<file path="src/sfb_consts.svh">
`ifndef SFB_CONSTS_SVH
`define SFB_CONSTS_SVH

// ----------------------------------------------------------------
// Instruction codes handled by the front end
// ----------------------------------------------------------------
`define SFB_OP_DUAL_OUT 8'h3b
`define SFB_OP_DUAL_IO 8'hbb
`define SFB_OP_QUAD_OUT 8'h6b
`define SFB_OP_QUAD_IO 8'heb
`define SFB_OP_ENTER_QPI 8'h38
`define SFB_OP_EXIT_QPI 8'hff
`define SFB_OP_SW_RESET 8'h99

// ----------------------------------------------------------------
// Synchroniser layout: bit position of each sampled pin
// ----------------------------------------------------------------
`define SFB_SYNC_W 6
`define SFB_PIN_CS 0
`define SFB_PIN_CLK 1
`define SFB_PIN_D0 2
`define SFB_PIN_D2 4
`define SFB_PIN_D3 5
// Select reads low at reset so a real high must be seen first
`define SFB_SYNC_RST 6'h3c

// ----------------------------------------------------------------
// Shift counts and output enable patterns
// ----------------------------------------------------------------
`define SFB_BYTE_BITS 4'h8
`define SFB_BITS_X1 4'h1
`define SFB_BITS_X2 4'h2
`define SFB_BITS_X4 4'h4
`define SFB_OE_X1 4'h2
`define SFB_OE_X2 4'h3
`define SFB_OE_X4 4'hf

`endif

</file>
<file path="src/sfb_pkg.sv">
`include "sfb_consts.svh"

package sfb_pkg;

    // ------------------------------------------------------------
    // Phase of the current selection
    // ------------------------------------------------------------
    typedef enum logic [1:0] {
        ph_idle = 2'b00,
        ph_cmd = 2'b01,
        ph_body = 2'b10,
        ph_skip = 2'b11
    } sfb_phase_t;

    // ------------------------------------------------------------
    // Number of data lines used per clock
    // ------------------------------------------------------------
    typedef enum logic [1:0] {
        ln_x1 = 2'b00,
        ln_x2 = 2'b01,
        ln_x4 = 2'b10
    } sfb_lane_t;

    // ------------------------------------------------------------
    // State of the pin synchroniser
    // ------------------------------------------------------------
    typedef struct packed {
        logic [`SFB_SYNC_W-1:0] s1;
        logic [`SFB_SYNC_W-1:0] s2;
        logic [`SFB_SYNC_W-1:0] s3;
        logic [`SFB_SYNC_W-1:0] lvl;
    } sfb_sync_t;

    // ------------------------------------------------------------
    // State of the bus front end
    // ------------------------------------------------------------
    typedef struct packed {
        logic cs_q;
        logic clk_q;
        logic seen_high;
        logic sel;
        sfb_phase_t ph;
        sfb_lane_t in_lane;
        sfb_lane_t out_lane;
        logic [7:0] rx_sh;
        logic [3:0] rx_cnt;
        logic [7:0] tx_sh;
        logic [3:0] tx_cnt;
        logic four_wire_command_mode;
        logic paused;
        logic [3:0] d_out;
        logic [3:0] d_oe;
        logic cmd_v;
        logic [7:0] cmd;
        logic rx_v;
        logic [7:0] rx;
        logic take;
        logic srst;
        logic allow;
    } sfb_regs_t;

endpackage

</file>
<file path="src/sfb_front_end.sv">
`timescale 1ns/10ps
`include "sfb_consts.svh"

module sfb_front_end
    import sfb_pkg::*;
(
    input wire logic clk_in,
    input wire logic rstn_in,
    input wire logic chip_select_n_in,
    input wire logic serial_clock_in,
    input wire logic data_line_0_in,
    input wire logic data_line_1_in,
    input wire logic data_line_2_in,
    input wire logic data_line_3_in,
    output logic data_line_0_out,
    output logic data_line_1_out,
    output logic data_line_2_out,
    output logic data_line_3_out,
    output logic data_line_0_oe_out,
    output logic data_line_1_oe_out,
    output logic data_line_2_oe_out,
    output logic data_line_3_oe_out,
    input wire logic quad_enable_bit_in,
    input wire logic status_protect_bit_in,
    input wire logic write_enable_latch_in,
    input wire logic out_phase_in,
    input wire logic [7:0] tx_byte_in,
    output logic cmd_valid_out,
    output logic [7:0] cmd_byte_out,
    output logic rx_valid_out,
    output logic [7:0] rx_byte_out,
    output logic tx_take_out,
    output logic four_wire_command_mode_out,
    output logic soft_reset_out,
    output logic selected_out,
    output logic paused_out,
    output logic sr_write_allow_out
);

    // ------------------------------------------------------------
    // Helper functions
    // ------------------------------------------------------------

    // Bits moved per clock for a lane setting
    function automatic logic [3:0] lane_bits(input sfb_lane_t ln);
        case (ln)
            ln_x2: lane_bits = `SFB_BITS_X2;
            ln_x4: lane_bits = `SFB_BITS_X4;
            default: lane_bits = `SFB_BITS_X1;
        endcase
    endfunction

    // Shift left by the lane width, new bits enter at the bottom
    function automatic logic [7:0] lane_shift(input logic [7:0] sh,
                                              input sfb_lane_t ln,
                                              input logic [3:0] din);
        case (ln)
            ln_x2: lane_shift = {sh[5:0], din[1:0]};
            ln_x4: lane_shift = {sh[3:0], din};
            default: lane_shift = {sh[6:0], din[0]};
        endcase
    endfunction

    // Top bits of a shifter placed on the lines
    function automatic logic [3:0] lane_drive(input logic [7:0] sh,
                                              input sfb_lane_t ln);
        case (ln)
            ln_x2: lane_drive = {2'h0, sh[7:6]};
            ln_x4: lane_drive = sh[7:4];
            default: lane_drive = {2'h0, sh[7], 1'h0};
        endcase
    endfunction

    // Output enables for a lane setting
    function automatic logic [3:0] lane_oe(input sfb_lane_t ln);
        case (ln)
            ln_x2: lane_oe = `SFB_OE_X2;
            ln_x4: lane_oe = `SFB_OE_X4;
            default: lane_oe = `SFB_OE_X1;
        endcase
    endfunction

    // ------------------------------------------------------------
    // Pin synchronisation
    // ------------------------------------------------------------
    logic [`SFB_SYNC_W-1:0] pin_lvl; // Filtered pin levels
    logic cs_lvl; // Select level, high is deselected
    logic clk_lvl; // Serial clock level
    logic wp_lvl; // Line two read as protect pin
    logic pause_lvl; // Line three read as pause pin
    logic [3:0] din; // All four data lines

    sfb_sync u_sync (
        .clk_in(clk_in),
        .rstn_in(rstn_in),
        .pins_in({data_line_3_in, data_line_2_in, data_line_1_in,
                  data_line_0_in, serial_clock_in, chip_select_n_in}),
        .level_out(pin_lvl)
    );

    assign cs_lvl = pin_lvl[`SFB_PIN_CS];
    assign clk_lvl = pin_lvl[`SFB_PIN_CLK];
    assign wp_lvl = pin_lvl[`SFB_PIN_D2];
    assign pause_lvl = pin_lvl[`SFB_PIN_D3];
    assign din = pin_lvl[`SFB_PIN_D3:`SFB_PIN_D0];

    // ------------------------------------------------------------
    // Next state
    // ------------------------------------------------------------
    sfb_regs_t q_reg; // Registered state
    sfb_regs_t q_next; // Next state
    logic cs_fall; // Select just went low
    logic clk_rise; // Serial clock rising edge
    logic clk_fall; // Serial clock falling edge
    logic pause_en; // Pause pin has its pause meaning
    logic active; // Selected and not paused
    logic [3:0] rx_sum; // Received bit count after this clock
    logic [7:0] rx_new; // Receive shifter after this clock
    logic tx_now; // Output step on this falling edge

    // Decode edges, pause, shifting and mode changes
    always_comb begin
        q_next = q_reg;
        q_next.cmd_v = 1'b0;
        q_next.rx_v = 1'b0;
        q_next.take = 1'b0;
        q_next.srst = 1'b0;
        q_next.cs_q = cs_lvl;
        q_next.clk_q = clk_lvl;
        cs_fall = q_reg.cs_q & ~cs_lvl;
        clk_rise = ~q_reg.clk_q & clk_lvl;
        clk_fall = q_reg.clk_q & ~clk_lvl;
        rx_sum = 4'(q_reg.rx_cnt + lane_bits(q_reg.in_lane));
        rx_new = lane_shift(q_reg.rx_sh, q_reg.in_lane, din);
        tx_now = 1'b0;
        // Pause pin is a data line under quad enable or four wire
        pause_en = ~quad_enable_bit_in & ~q_reg.four_wire_command_mode;
        active = q_reg.sel & ~cs_lvl & ~q_reg.paused;

        // Arm only after a real high level on select
        if (cs_lvl) begin
            q_next.seen_high = 1'b1;
        end

        // Pause follows the pin while selected, pause enabled and the clock sits low
        if (cs_lvl || !pause_en || !q_reg.sel) begin
            q_next.paused = 1'b0;
        end else if (!clk_lvl) begin
            q_next.paused = ~pause_lvl;
        end

        if (cs_lvl) begin
            // Deselect: drop the instruction, keep engine cycles
            q_next.sel = 1'b0;
            q_next.ph = ph_idle;
            q_next.rx_cnt = 4'h0;
            q_next.tx_cnt = 4'h0;
        end else if (cs_fall && q_reg.seen_high) begin
            // New selection, opcode width set by the command mode
            q_next.sel = 1'b1;
            q_next.ph = ph_cmd;
            q_next.rx_cnt = 4'h0;
            q_next.tx_cnt = 4'h0;
            q_next.in_lane = q_reg.four_wire_command_mode ? ln_x4 : ln_x1;
            q_next.out_lane = q_reg.four_wire_command_mode ? ln_x4 : ln_x1;
        end else if (active) begin
            // Inputs sampled on rising edges, either idle level
            if (clk_rise && !out_phase_in &&
                (q_reg.ph == ph_cmd || q_reg.ph == ph_body)) begin
                q_next.rx_sh = rx_new;
                q_next.rx_cnt = rx_sum;
                if (rx_sum == `SFB_BYTE_BITS) begin
                    q_next.rx_cnt = 4'h0;
                    if (q_reg.ph == ph_cmd) begin
                        q_next.cmd_v = 1'b1;
                        q_next.cmd = rx_new;
                        q_next.ph = ph_body;
                        // Mode and width switching opcodes
                        case (rx_new)
                            `SFB_OP_ENTER_QPI: begin
                                if (quad_enable_bit_in) begin
                                    q_next.four_wire_command_mode = 1'b1;
                                end
                            end
                            `SFB_OP_EXIT_QPI: begin
                                q_next.four_wire_command_mode = 1'b0;
                            end
                            `SFB_OP_SW_RESET: begin
                                q_next.four_wire_command_mode = 1'b0;
                                q_next.srst = 1'b1;
                            end
                            `SFB_OP_DUAL_OUT: begin
                                if (!q_reg.four_wire_command_mode) begin
                                    q_next.out_lane = ln_x2;
                                end
                            end
                            `SFB_OP_DUAL_IO: begin
                                if (!q_reg.four_wire_command_mode) begin
                                    q_next.in_lane = ln_x2;
                                    q_next.out_lane = ln_x2;
                                end
                            end
                            `SFB_OP_QUAD_OUT: begin
                                if (!quad_enable_bit_in) begin
                                    q_next.cmd_v = 1'b0;
                                    q_next.ph = ph_skip;
                                end else begin
                                    q_next.out_lane = ln_x4;
                                end
                            end
                            `SFB_OP_QUAD_IO: begin
                                if (!quad_enable_bit_in) begin
                                    q_next.cmd_v = 1'b0;
                                    q_next.ph = ph_skip;
                                end else begin
                                    q_next.in_lane = ln_x4;
                                    q_next.out_lane = ln_x4;
                                end
                            end
                            default: begin
                            end
                        endcase
                    end else begin
                        // Address or write data byte
                        q_next.rx_v = 1'b1;
                        q_next.rx = rx_new;
                    end
                end
            end
            // Outputs change on falling edges only
            if (clk_fall && out_phase_in && q_reg.ph == ph_body) begin
                tx_now = 1'b1;
                if (q_reg.tx_cnt == 4'h0) begin
                    q_next.take = 1'b1;
                    q_next.d_out = lane_drive(tx_byte_in,
                                              q_reg.out_lane);
                    q_next.tx_sh = lane_shift(tx_byte_in,
                                              q_reg.out_lane, 4'h0);
                    q_next.tx_cnt = 4'(`SFB_BYTE_BITS -
                                       lane_bits(q_reg.out_lane));
                end else begin
                    q_next.d_out = lane_drive(q_reg.tx_sh,
                                              q_reg.out_lane);
                    q_next.tx_sh = lane_shift(q_reg.tx_sh,
                                              q_reg.out_lane, 4'h0);
                    q_next.tx_cnt = 4'(q_reg.tx_cnt -
                                       lane_bits(q_reg.out_lane));
                end
            end
        end

        // Release lines when deselected, paused or not sending
        if (cs_lvl || q_next.paused || !out_phase_in ||
            q_next.ph != ph_body) begin
            q_next.d_oe = 4'h0;
        end else if (tx_now) begin
            q_next.d_oe = lane_oe(q_reg.out_lane);
        end

        // Status write permission, protect pin lost under quad
        q_next.allow = write_enable_latch_in &
                       ~(status_protect_bit_in & ~wp_lvl &
                         ~quad_enable_bit_in);
    end

    // ------------------------------------------------------------
    // State register
    // ------------------------------------------------------------

    // Reset leaves serial command mode and released lines
    always_ff @(posedge clk_in) begin
        if (!rstn_in) begin
            q_reg <= '0;
        end else begin
            q_reg <= q_next;
        end
    end

    // ------------------------------------------------------------
    // Outputs
    // ------------------------------------------------------------
    assign data_line_0_out = q_reg.d_out[0];
    assign data_line_1_out = q_reg.d_out[1];
    assign data_line_2_out = q_reg.d_out[2];
    assign data_line_3_out = q_reg.d_out[3];
    assign data_line_0_oe_out = q_reg.d_oe[0];
    assign data_line_1_oe_out = q_reg.d_oe[1];
    assign data_line_2_oe_out = q_reg.d_oe[2];
    assign data_line_3_oe_out = q_reg.d_oe[3];
    assign cmd_valid_out = q_reg.cmd_v;
    assign cmd_byte_out = q_reg.cmd;
    assign rx_valid_out = q_reg.rx_v;
    assign rx_byte_out = q_reg.rx;
    assign tx_take_out = q_reg.take;
    assign four_wire_command_mode_out = q_reg.four_wire_command_mode;
    assign soft_reset_out = q_reg.srst;
    assign selected_out = q_reg.sel;
    assign paused_out = q_reg.paused;
    assign sr_write_allow_out = q_reg.allow;

    // ------------------------------------------------------------
    // Checks
    // ------------------------------------------------------------

    // Select high releases every line on the next edge
    property p_desel_release;
        @(posedge clk_in) disable iff (!rstn_in)
        cs_lvl |=> (q_reg.d_oe == 4'h0) && !q_reg.sel;
    endproperty
    a_desel_release: assert property (p_desel_release)
        else $error("lines driven while deselected");

    // No command seen before a valid selection
    property p_no_cmd_unarmed;
        @(posedge clk_in) disable iff (!rstn_in)
        !q_reg.seen_high |-> ##1 !q_reg.cmd_v;
    endproperty
    a_no_cmd_unarmed: assert property (p_no_cmd_unarmed)
        else $error("command taken before select fell");

    // Quad instructions only reported with quad enable
    property p_quad_needs_qe;
        @(posedge clk_in) disable iff (!rstn_in)
        q_reg.cmd_v && (q_reg.cmd == `SFB_OP_QUAD_IO ||
                        q_reg.cmd == `SFB_OP_QUAD_OUT)
            |-> $past(quad_enable_bit_in);
    endproperty
    a_quad_needs_qe: assert property (p_quad_needs_qe)
        else $error("quad command without quad enable");

    // Protect pin low with protect bit blocks status writes while quad enable is clear
    property p_wp_blocks;
        @(posedge clk_in) disable iff (!rstn_in)
        status_protect_bit_in && !wp_lvl && !quad_enable_bit_in
            |=> !sr_write_allow_out;
    endproperty
    a_wp_blocks: assert property (p_wp_blocks)
        else $error("status write allowed while protected");

    // Protect bit clear: latch alone decides
    property p_latch_allows;
        @(posedge clk_in) disable iff (!rstn_in)
        !status_protect_bit_in && write_enable_latch_in
            |=> sr_write_allow_out;
    endproperty
    a_latch_allows: assert property (p_latch_allows)
        else $error("status write refused with latch set");

    // Exit and reset opcodes leave serial command mode
    property p_exit_mode;
        @(posedge clk_in) disable iff (!rstn_in)
        q_reg.cmd_v && (q_reg.cmd == `SFB_OP_EXIT_QPI ||
                        q_reg.cmd == `SFB_OP_SW_RESET)
            |-> !q_reg.four_wire_command_mode;
    endproperty
    a_exit_mode: assert property (p_exit_mode)
        else $error("four wire mode kept after exit");

    // Four wire mode entered only with quad enable
    property p_qpi_entry;
        @(posedge clk_in) disable iff (!rstn_in)
        $rose(q_reg.four_wire_command_mode) |-> $past(quad_enable_bit_in);
    endproperty
    a_qpi_entry: assert property (p_qpi_entry)
        else $error("four wire mode without quad enable");

    // Quad enable removes the pause within one edge
    property p_no_pause_qe;
        @(posedge clk_in) disable iff (!rstn_in)
        quad_enable_bit_in |=> !q_reg.paused;
    endproperty
    a_no_pause_qe: assert property (p_no_pause_qe)
        else $error("pause active under quad enable");

    // Paused device keeps all lines released
    property p_pause_release;
        @(posedge clk_in) disable iff (!rstn_in)
        q_reg.paused |-> q_reg.d_oe == 4'h0;
    endproperty
    a_pause_release: assert property (p_pause_release)
        else $error("lines driven while paused");

    // Deselect clears counters and phase
    property p_desel_clear;
        @(posedge clk_in) disable iff (!rstn_in)
        $rose(cs_lvl) |=> q_reg.rx_cnt == 4'h0 &&
                          q_reg.tx_cnt == 4'h0 && q_reg.ph == ph_idle;
    endproperty
    a_desel_clear: assert property (p_desel_clear)
        else $error("instruction state kept after deselect");

endmodule

</file>
<file path="src/sfb_sync.sv">
`timescale 1ns/10ps
`include "sfb_consts.svh"

module sfb_sync
    import sfb_pkg::*;
(
    input wire logic clk_in,
    input wire logic rstn_in,
    input wire logic [`SFB_SYNC_W-1:0] pins_in,
    output logic [`SFB_SYNC_W-1:0] level_out
);

    // ------------------------------------------------------------
    // Three stage chain with agreement filter
    // ------------------------------------------------------------
    sfb_sync_t q_reg; // Registered state
    sfb_sync_t q_next; // Next state
    logic [`SFB_SYNC_W-1:0] agree; // Second and third stage match

    // Level follows a bit only once stages two and three agree
    always_comb begin
        agree = ~(q_reg.s2 ^ q_reg.s3);
        q_next = q_reg;
        q_next.s1 = pins_in;
        q_next.s2 = q_reg.s1;
        q_next.s3 = q_reg.s2;
        q_next.lvl = (q_reg.s2 & agree) | (q_reg.lvl & ~agree);
    end

    // Register the chain
    always_ff @(posedge clk_in) begin
        if (!rstn_in) begin
            q_reg <= sfb_sync_t'({4{`SFB_SYNC_RST}});
        end else begin
            q_reg <= q_next;
        end
    end

    assign level_out = q_reg.lvl;

endmodule

</file>
<file path="config.mk">
export PLATFORM = sky130hd
export DESIGN_NAME = sfb_front_end
export DESIGN_NICKNAME = d
export VERILOG_FILES = /design/src/sfb_pkg.sv /design/src/sfb_front_end.sv /design/src/sfb_sync.sv
export VERILOG_INCLUDE_DIRS = /design/src
export SDC_FILE = /design/constraint.sdc
export NUM_CORES = 1
export LEC_CHECK = 0
export CAP_MARGIN = 40
export CORE_MARGIN = 3
export CORE_UTILIZATION = 45
export CTS_BUF_LIST = sky130_fd_sc_hd__clkbuf_4 sky130_fd_sc_hd__clkbuf_8
export DETAILED_ROUTE_END_ITERATION = 6
export DONT_BUFFER_PORTS = 1
export GPL_TIMING_DRIVEN = 0
export PLACE_DENSITY = 0.69
export REMOVE_ABC_BUFFERS = 1
export SKIP_LAST_GASP = 1
export SYNTH_ARGS = -nofsm -noshare
export SYNTH_HDL_FRONTEND = slang
export SYNTH_SLANG_ARGS = --single-unit
</file>
<file path="constraint.sdc">
create_clock -name clk_in -period 8.37 [get_ports clk_in]
set_input_delay 0.837 -clock clk_in [delete_from_list [all_inputs] [get_ports clk_in]]
set_output_delay 0.837 -clock clk_in [all_outputs]
set_load 0.02 [all_outputs]
</file>
Word-level counts from Yosys, hierarchy flattened --
Index checks and enable logic that the tools add are counted.
Word-level totals: flip-flop bits (word level) 89, logic and storage cells 172, output and inout port bits 32
Operators by class: bitwise gates (word level) 31, add/sub/neg operators 3, reduce and logical (&&, ||, !) cells 39, multiplexer cells 53, equal/unequal tests 20
Operators by type and width (number):
- 4-bit 2-to-1 mux | 14
- 8-bit case mux with 2 select lines | 3
- 8-bit equality test (second input constant) | 4
- 31-bit 2-to-1 mux | 1
- 12-bit 2-to-1 mux | 2
- 4-bit case mux with 2 select lines | 3
- 18-bit 2-to-1 mux | 1
- 6-bit 2-to-1 mux | 3
- 8-bit by 6-bit equality test with 1-bit output (second input constant) | 2
- 1-bit 2-to-1 mux | 16
- 1-bit inverter | 16
- 8-bit AND reduction | 2
- 6-bit bitwise AND | 2
- 3-bit inequality test (second input constant) | 4
- 6-bit inverter | 2
- 3-bit case mux with 2 select lines | 2
- 6-bit AND reduction | 2
- 10-bit AND reduction | 1
- 2-bit nonzero test | 5
- 1-bit bitwise AND | 9
- 9-bit 2-to-1 mux | 1
- 8-bit by 7-bit equality test with 1-bit output (second input constant) | 1
- 2-bit 2-to-1 mux | 4
- 2-bit case mux with 4 select lines | 1
- 24 further kinds | 45

Longest topological paths before layout --
depth in word-level cells 17, depth in mapped cells 12

Hierarchy --
Synthesis repeated with hierarchy kept, for this count alone.
Second synthesis, totals: cell total of the unflattened synthesis 507, area total of the unflattened synthesis 4279.1 um^2
Modules (own cells, without submodules):
- sfb_front_end | times used 1, cells an instance 439, seq. area each 1241.2 um^2, area each 3528.4 um^2
- sfb_sync | times used 1, cells an instance 68, seq. area each 480.5 um^2, area each 750.7 um^2

Worst setup path before layout --
OpenSTA, ideal clock, no wires.
path type reg2reg, from register q_reg[57] (netlist bit), to register q_reg, in the netlist four_wire_command_mode_out, buffers on the path 1, arrival 2.821 ns, stages on the path, launching flop included 13, setup slack 5.428 ns, library setup time 0.121 ns, cells stage by stage dfxtp_1 > inv_1 > ha_1 > ha_1 > inv_1 > fa_1 > xnor3_1 > nor3b_2 > nand4_1 > or3_1 > buf_2 > a211oi_1 > nor3_1
Between the ends: cells in the longest elaborated chain, start to end 6, elaborated cells between the ends (all ways) 14
RTL lines:
- start: declaration | line sfb_front_end.sv:110 | sfb_regs_t q_reg;
- start signal: assignment | line sfb_front_end.sv:275 | q_reg <= q_next;
- branches (longest 6 deep; another with 4-bit adder)
Parallel ways; which one is timed is not known. A chain may end at the register's enable or synchronous reset.

Worst setup path after layout --
from register q_reg[57] (netlist bit), to register q_reg, in the netlist rx_byte_out[3]
Between the ends: cells in the longest elaborated chain, start to end 5, elaborated cells between the ends (all ways) 7
RTL lines:
- 2-bit equality test or 2-bit by 1-bit equality test with 1-bit output (tied branches) | line sfb_front_end.sv:46, sfb_front_end.sv:57
- 3-bit case mux with 2 select lines | line sfb_front_end.sv:46 | case (ln)
- 4-bit adder | line sfb_front_end.sv:133 | rx_sum = 4'(q_reg.rx_cnt + lane_bits(q_reg.in_lane));
- 4-bit equality test (no source line)
- 6-bit AND reduction (no source line)
Parallel ways exist; a longest one is shown, timed or not.

==> results by group <==
Outcome
  • Status: finished clean

Critical path
  • Critical path's slowest cell: ha_1
  • Slowest stage delay, CP: 0.53 ns
  • R2R Path Start: q_reg[57]
  • Setup CP Type: reg2reg
  • R2R Path End: rx_byte_out[3]
  • CP Cell Sequence: inv_1, ha_1, ha_1, inv_1, fa_1, xnor3_1, nor3b_2, nand2_1, nor4b_2, buf_4, mux2i_1, nor2_1
  • Crit path capture type: flip-flop
  • Required @ worst endpoint: 8.62 ns
  • Worst R2R Setup Slack: 4.63 ns
  • Worst-path fanout max: 14
  • Worst Setup Start Kind: flip-flop
  • Worst-case reg-to-reg path depth: 12
  • Arrival time at the worst endpoint: 3.99 ns

GRT
  • Gr usage total: 17.7%
  • Largest net degree at the start of global routing: 33
  • Total gr overflow: 0
  • Initial antenna violation count: 0
  • First-pass GRT wire length: 14700 µm
  • Vias in the first global route: 3069

STA
  • Fin crit period: 3.74 ns
  • Max frequency: 0.267 GHz
  • Fin. Hold Viols: 0
  • Worst-Margin Slew: 0.793 ns
  • Final hold slack: 0.406 ns
  • # setup viols final: 0
  • Pins over their slew limit: 0
  • Fin crit share: 44.7%
  • Final TNS setup: 0 ns
  • Relative slew slack: 46.9%
  • Max Clock Skew: 0.0164 ns
  • RSZ-0062 raised after global routing: no

Synth
  • Most used flip-flop cell after synthesis: dfxtp_1
  • Post-synth ARST share: 0%
  • Sequential-to-total area share from yosys stat: 41.1%
  • Cells after Synth: 473
  • Yosys reg bits: 86
  • Cell Area, Synth: 4190 µm²
  • YS warnings: 0
  • Syn Area/Cell: 8.85 µm²
  • Number of synthesized flops with an enable pin: 0
  • Unique cell type count in the Yosys netlist: 67

Clock network
  • Post-CTS setup buffer count: 0
  • CTS Sinks: 86
  • Longest Clk Path Bufs: 2
  • Post-CTS sizing: 0
  • CTS Buf Count: 9
  • Worst skew pair latency: 0.36 ns
  • Post-CTS Hold Buffers: 0
  • H-tree levels: 3
  • TritonCTS clock tree: yes
  • CTS clk-pin slew, worst paths: 0.09 ns
  • CTS root buffer: clkbuf_8

Floorplan
  • Core area: 8890 µm²
  • I/O Pins: 52
  • Initial Util: 47.1%
  • Row cnt: 34
  • Die ar.: 10500 µm²
  • Die Y: 102 µm
  • Die width: 102 µm

Finish
  • Max reg flops: 31
  • Final non-filler cell total: 560
  • Area of the multi-input gates: 2160 µm²
  • Diodes inserted: 0
  • Layout fillers: 852
  • Layout cell share with drive strength beyond 1: 9.96%
  • Nets: 485
  • Commonest non-fill, non-tap cell in the layout: dfxtp_1
  • Commonest cells after routing, fill and taps aside: dfxtp_1, nand2_1, nor2_1
  • Seq. cell area: 1720 µm²
  • Area growth from synthesis to layout: 3.14%

Hold path
  • HP Start: u_sync.q_next[17]
  • Hold path cells: 1
  • Hold crit path type: reg2reg
  • Hold EP: u_sync.q_next[11]

Detailed routing
  • Routed len/inst: 15.6 µm
  • Overall routed net length: 8740 µm
  • Starting DRT DRC Count: 168
  • DR pass1 iterations: 4
  • Post-route DRC: 0
  • Final ANT Viol Nets: 0
  • Vias: 3189
  • Vias/cell: 5.69

Placed design
  • Placer Congestion: 0.859
  • Estimated wirelength of the detail-placed design: 6180 µm
  • Port Buffers: 0
  • Cell Count Post-Placement: 545

Pwr
  • Pwr dens: 160 nW/µm²
  • Leak Pwr: 0.00148 µW
  • VDD IR-drop max: 0.0983 mV
  • Pwr Total: 690 µW

Job
  • Max_cap viols: 0
## cell families after synthesis
logic type	share of synthesized area, %
AND/OR/NAND/NOR	22.9
AO/OA/AOI/OAI	16.8
flip-flops	41.1
buffers and inverters	7.62
multiplexers	4.93
adder cells (fa/ha/maj)	5.44
XOR/XNOR	1.17
## cells in the mapped netlist (3+ instances only)
cell type	count	area, µm²
mux2_2	5	56.3
nand4_1	6	37.5
buf_2	3	15.0
o21ai_0	17	85.1
clkbuf_8	3	41.3
nor2b_1	3	18.8
nor2_1	42	158
dfxtp_1	86	1720
inv_1	18	67.6
and2_1	11	68.8
nand2b_1	22	138
ha_1	15	188
nor3_1	10	50.1
mux2i_1	15	150
o211ai_1	4	30.0
a22oi_1	6	45.0
buf_4	17	128
or3_1	4	25.0
a211oi_1	8	60.1
a21oi_1	40	200
nand2_1	46	173
nand3_1	10	50.1
clkbuf_1	18	67.6
a221o_1	4	40.0
nor4_1	6	37.5
## final cells by class
type	count	area share, %
well taps	108	3.13
clock inverters	5	0.840
inverters	18	1.56
multi-input cells	328	50.0
repair buffers	5	1.42
flip-flops and latches	86	39.9
clock buffers	10	3.19
## metrics by stage
step                setup slack [ns]  utilization, %  area, µm²
global route                    4.30            48.6       4320
finish                          4.63            48.6       4320
detailed placement              4.61            46.6       4140
floorplan                       4.36               -       3940
global placement                3.42            45.8       4070
CTS                             4.61            48.6       4320
## per-layer routing
metal / up-vias / GRT usage, % / part of all wire [%]
met3: 12 / 4.16 / 5.8
met1: 1500 / 23.2 / 46
met2: 87 / 28.1 / 47
met5: - / 0 / 0
met4: 0 / 7.47 / 1.4
li1: 1590 / - / -
## worst max-delay path by stage
| stage | start | to | slack [ns] | depth (start not counted) |
|---|---|---|---|---|
| 3_3_place_gp | q_reg[57] | rx_byte_out[3] | 3.42 | 11 |
| 5_1_grt | q_reg[57] | q_reg[58] | 4.30 | 11 |
| 4_1_cts | q_reg[57] | rx_byte_out[3] | 4.61 | 12 |
| 2_1_floorplan | q_reg[57] | rx_byte_out[2] | 4.36 | 11 |
| 6_report | q_reg[57] | rx_byte_out[3] | 4.63 | 12 |
| 3_5_place_dp | q_reg[57] | rx_byte_out[3] | 4.61 | 12 |
## worst max-delay path: cells and delay by family (launching register included)
kind	cells	cell delay (ns)
adder cells (fa/ha/maj)	3	1.22
XOR/XNOR	1	0.21
flip-flops	1	0.38
buffers and inverters	3	0.42
AND/OR/NAND/NOR	4	1.18
multiplexers	1	0.21
## report_power, final
group	internal [µW]	switching [µW]
combinational	5.44	7.42
clock	114	148
sequential	413	1.89
total	532	158
(Power assumes the default switching activity.)
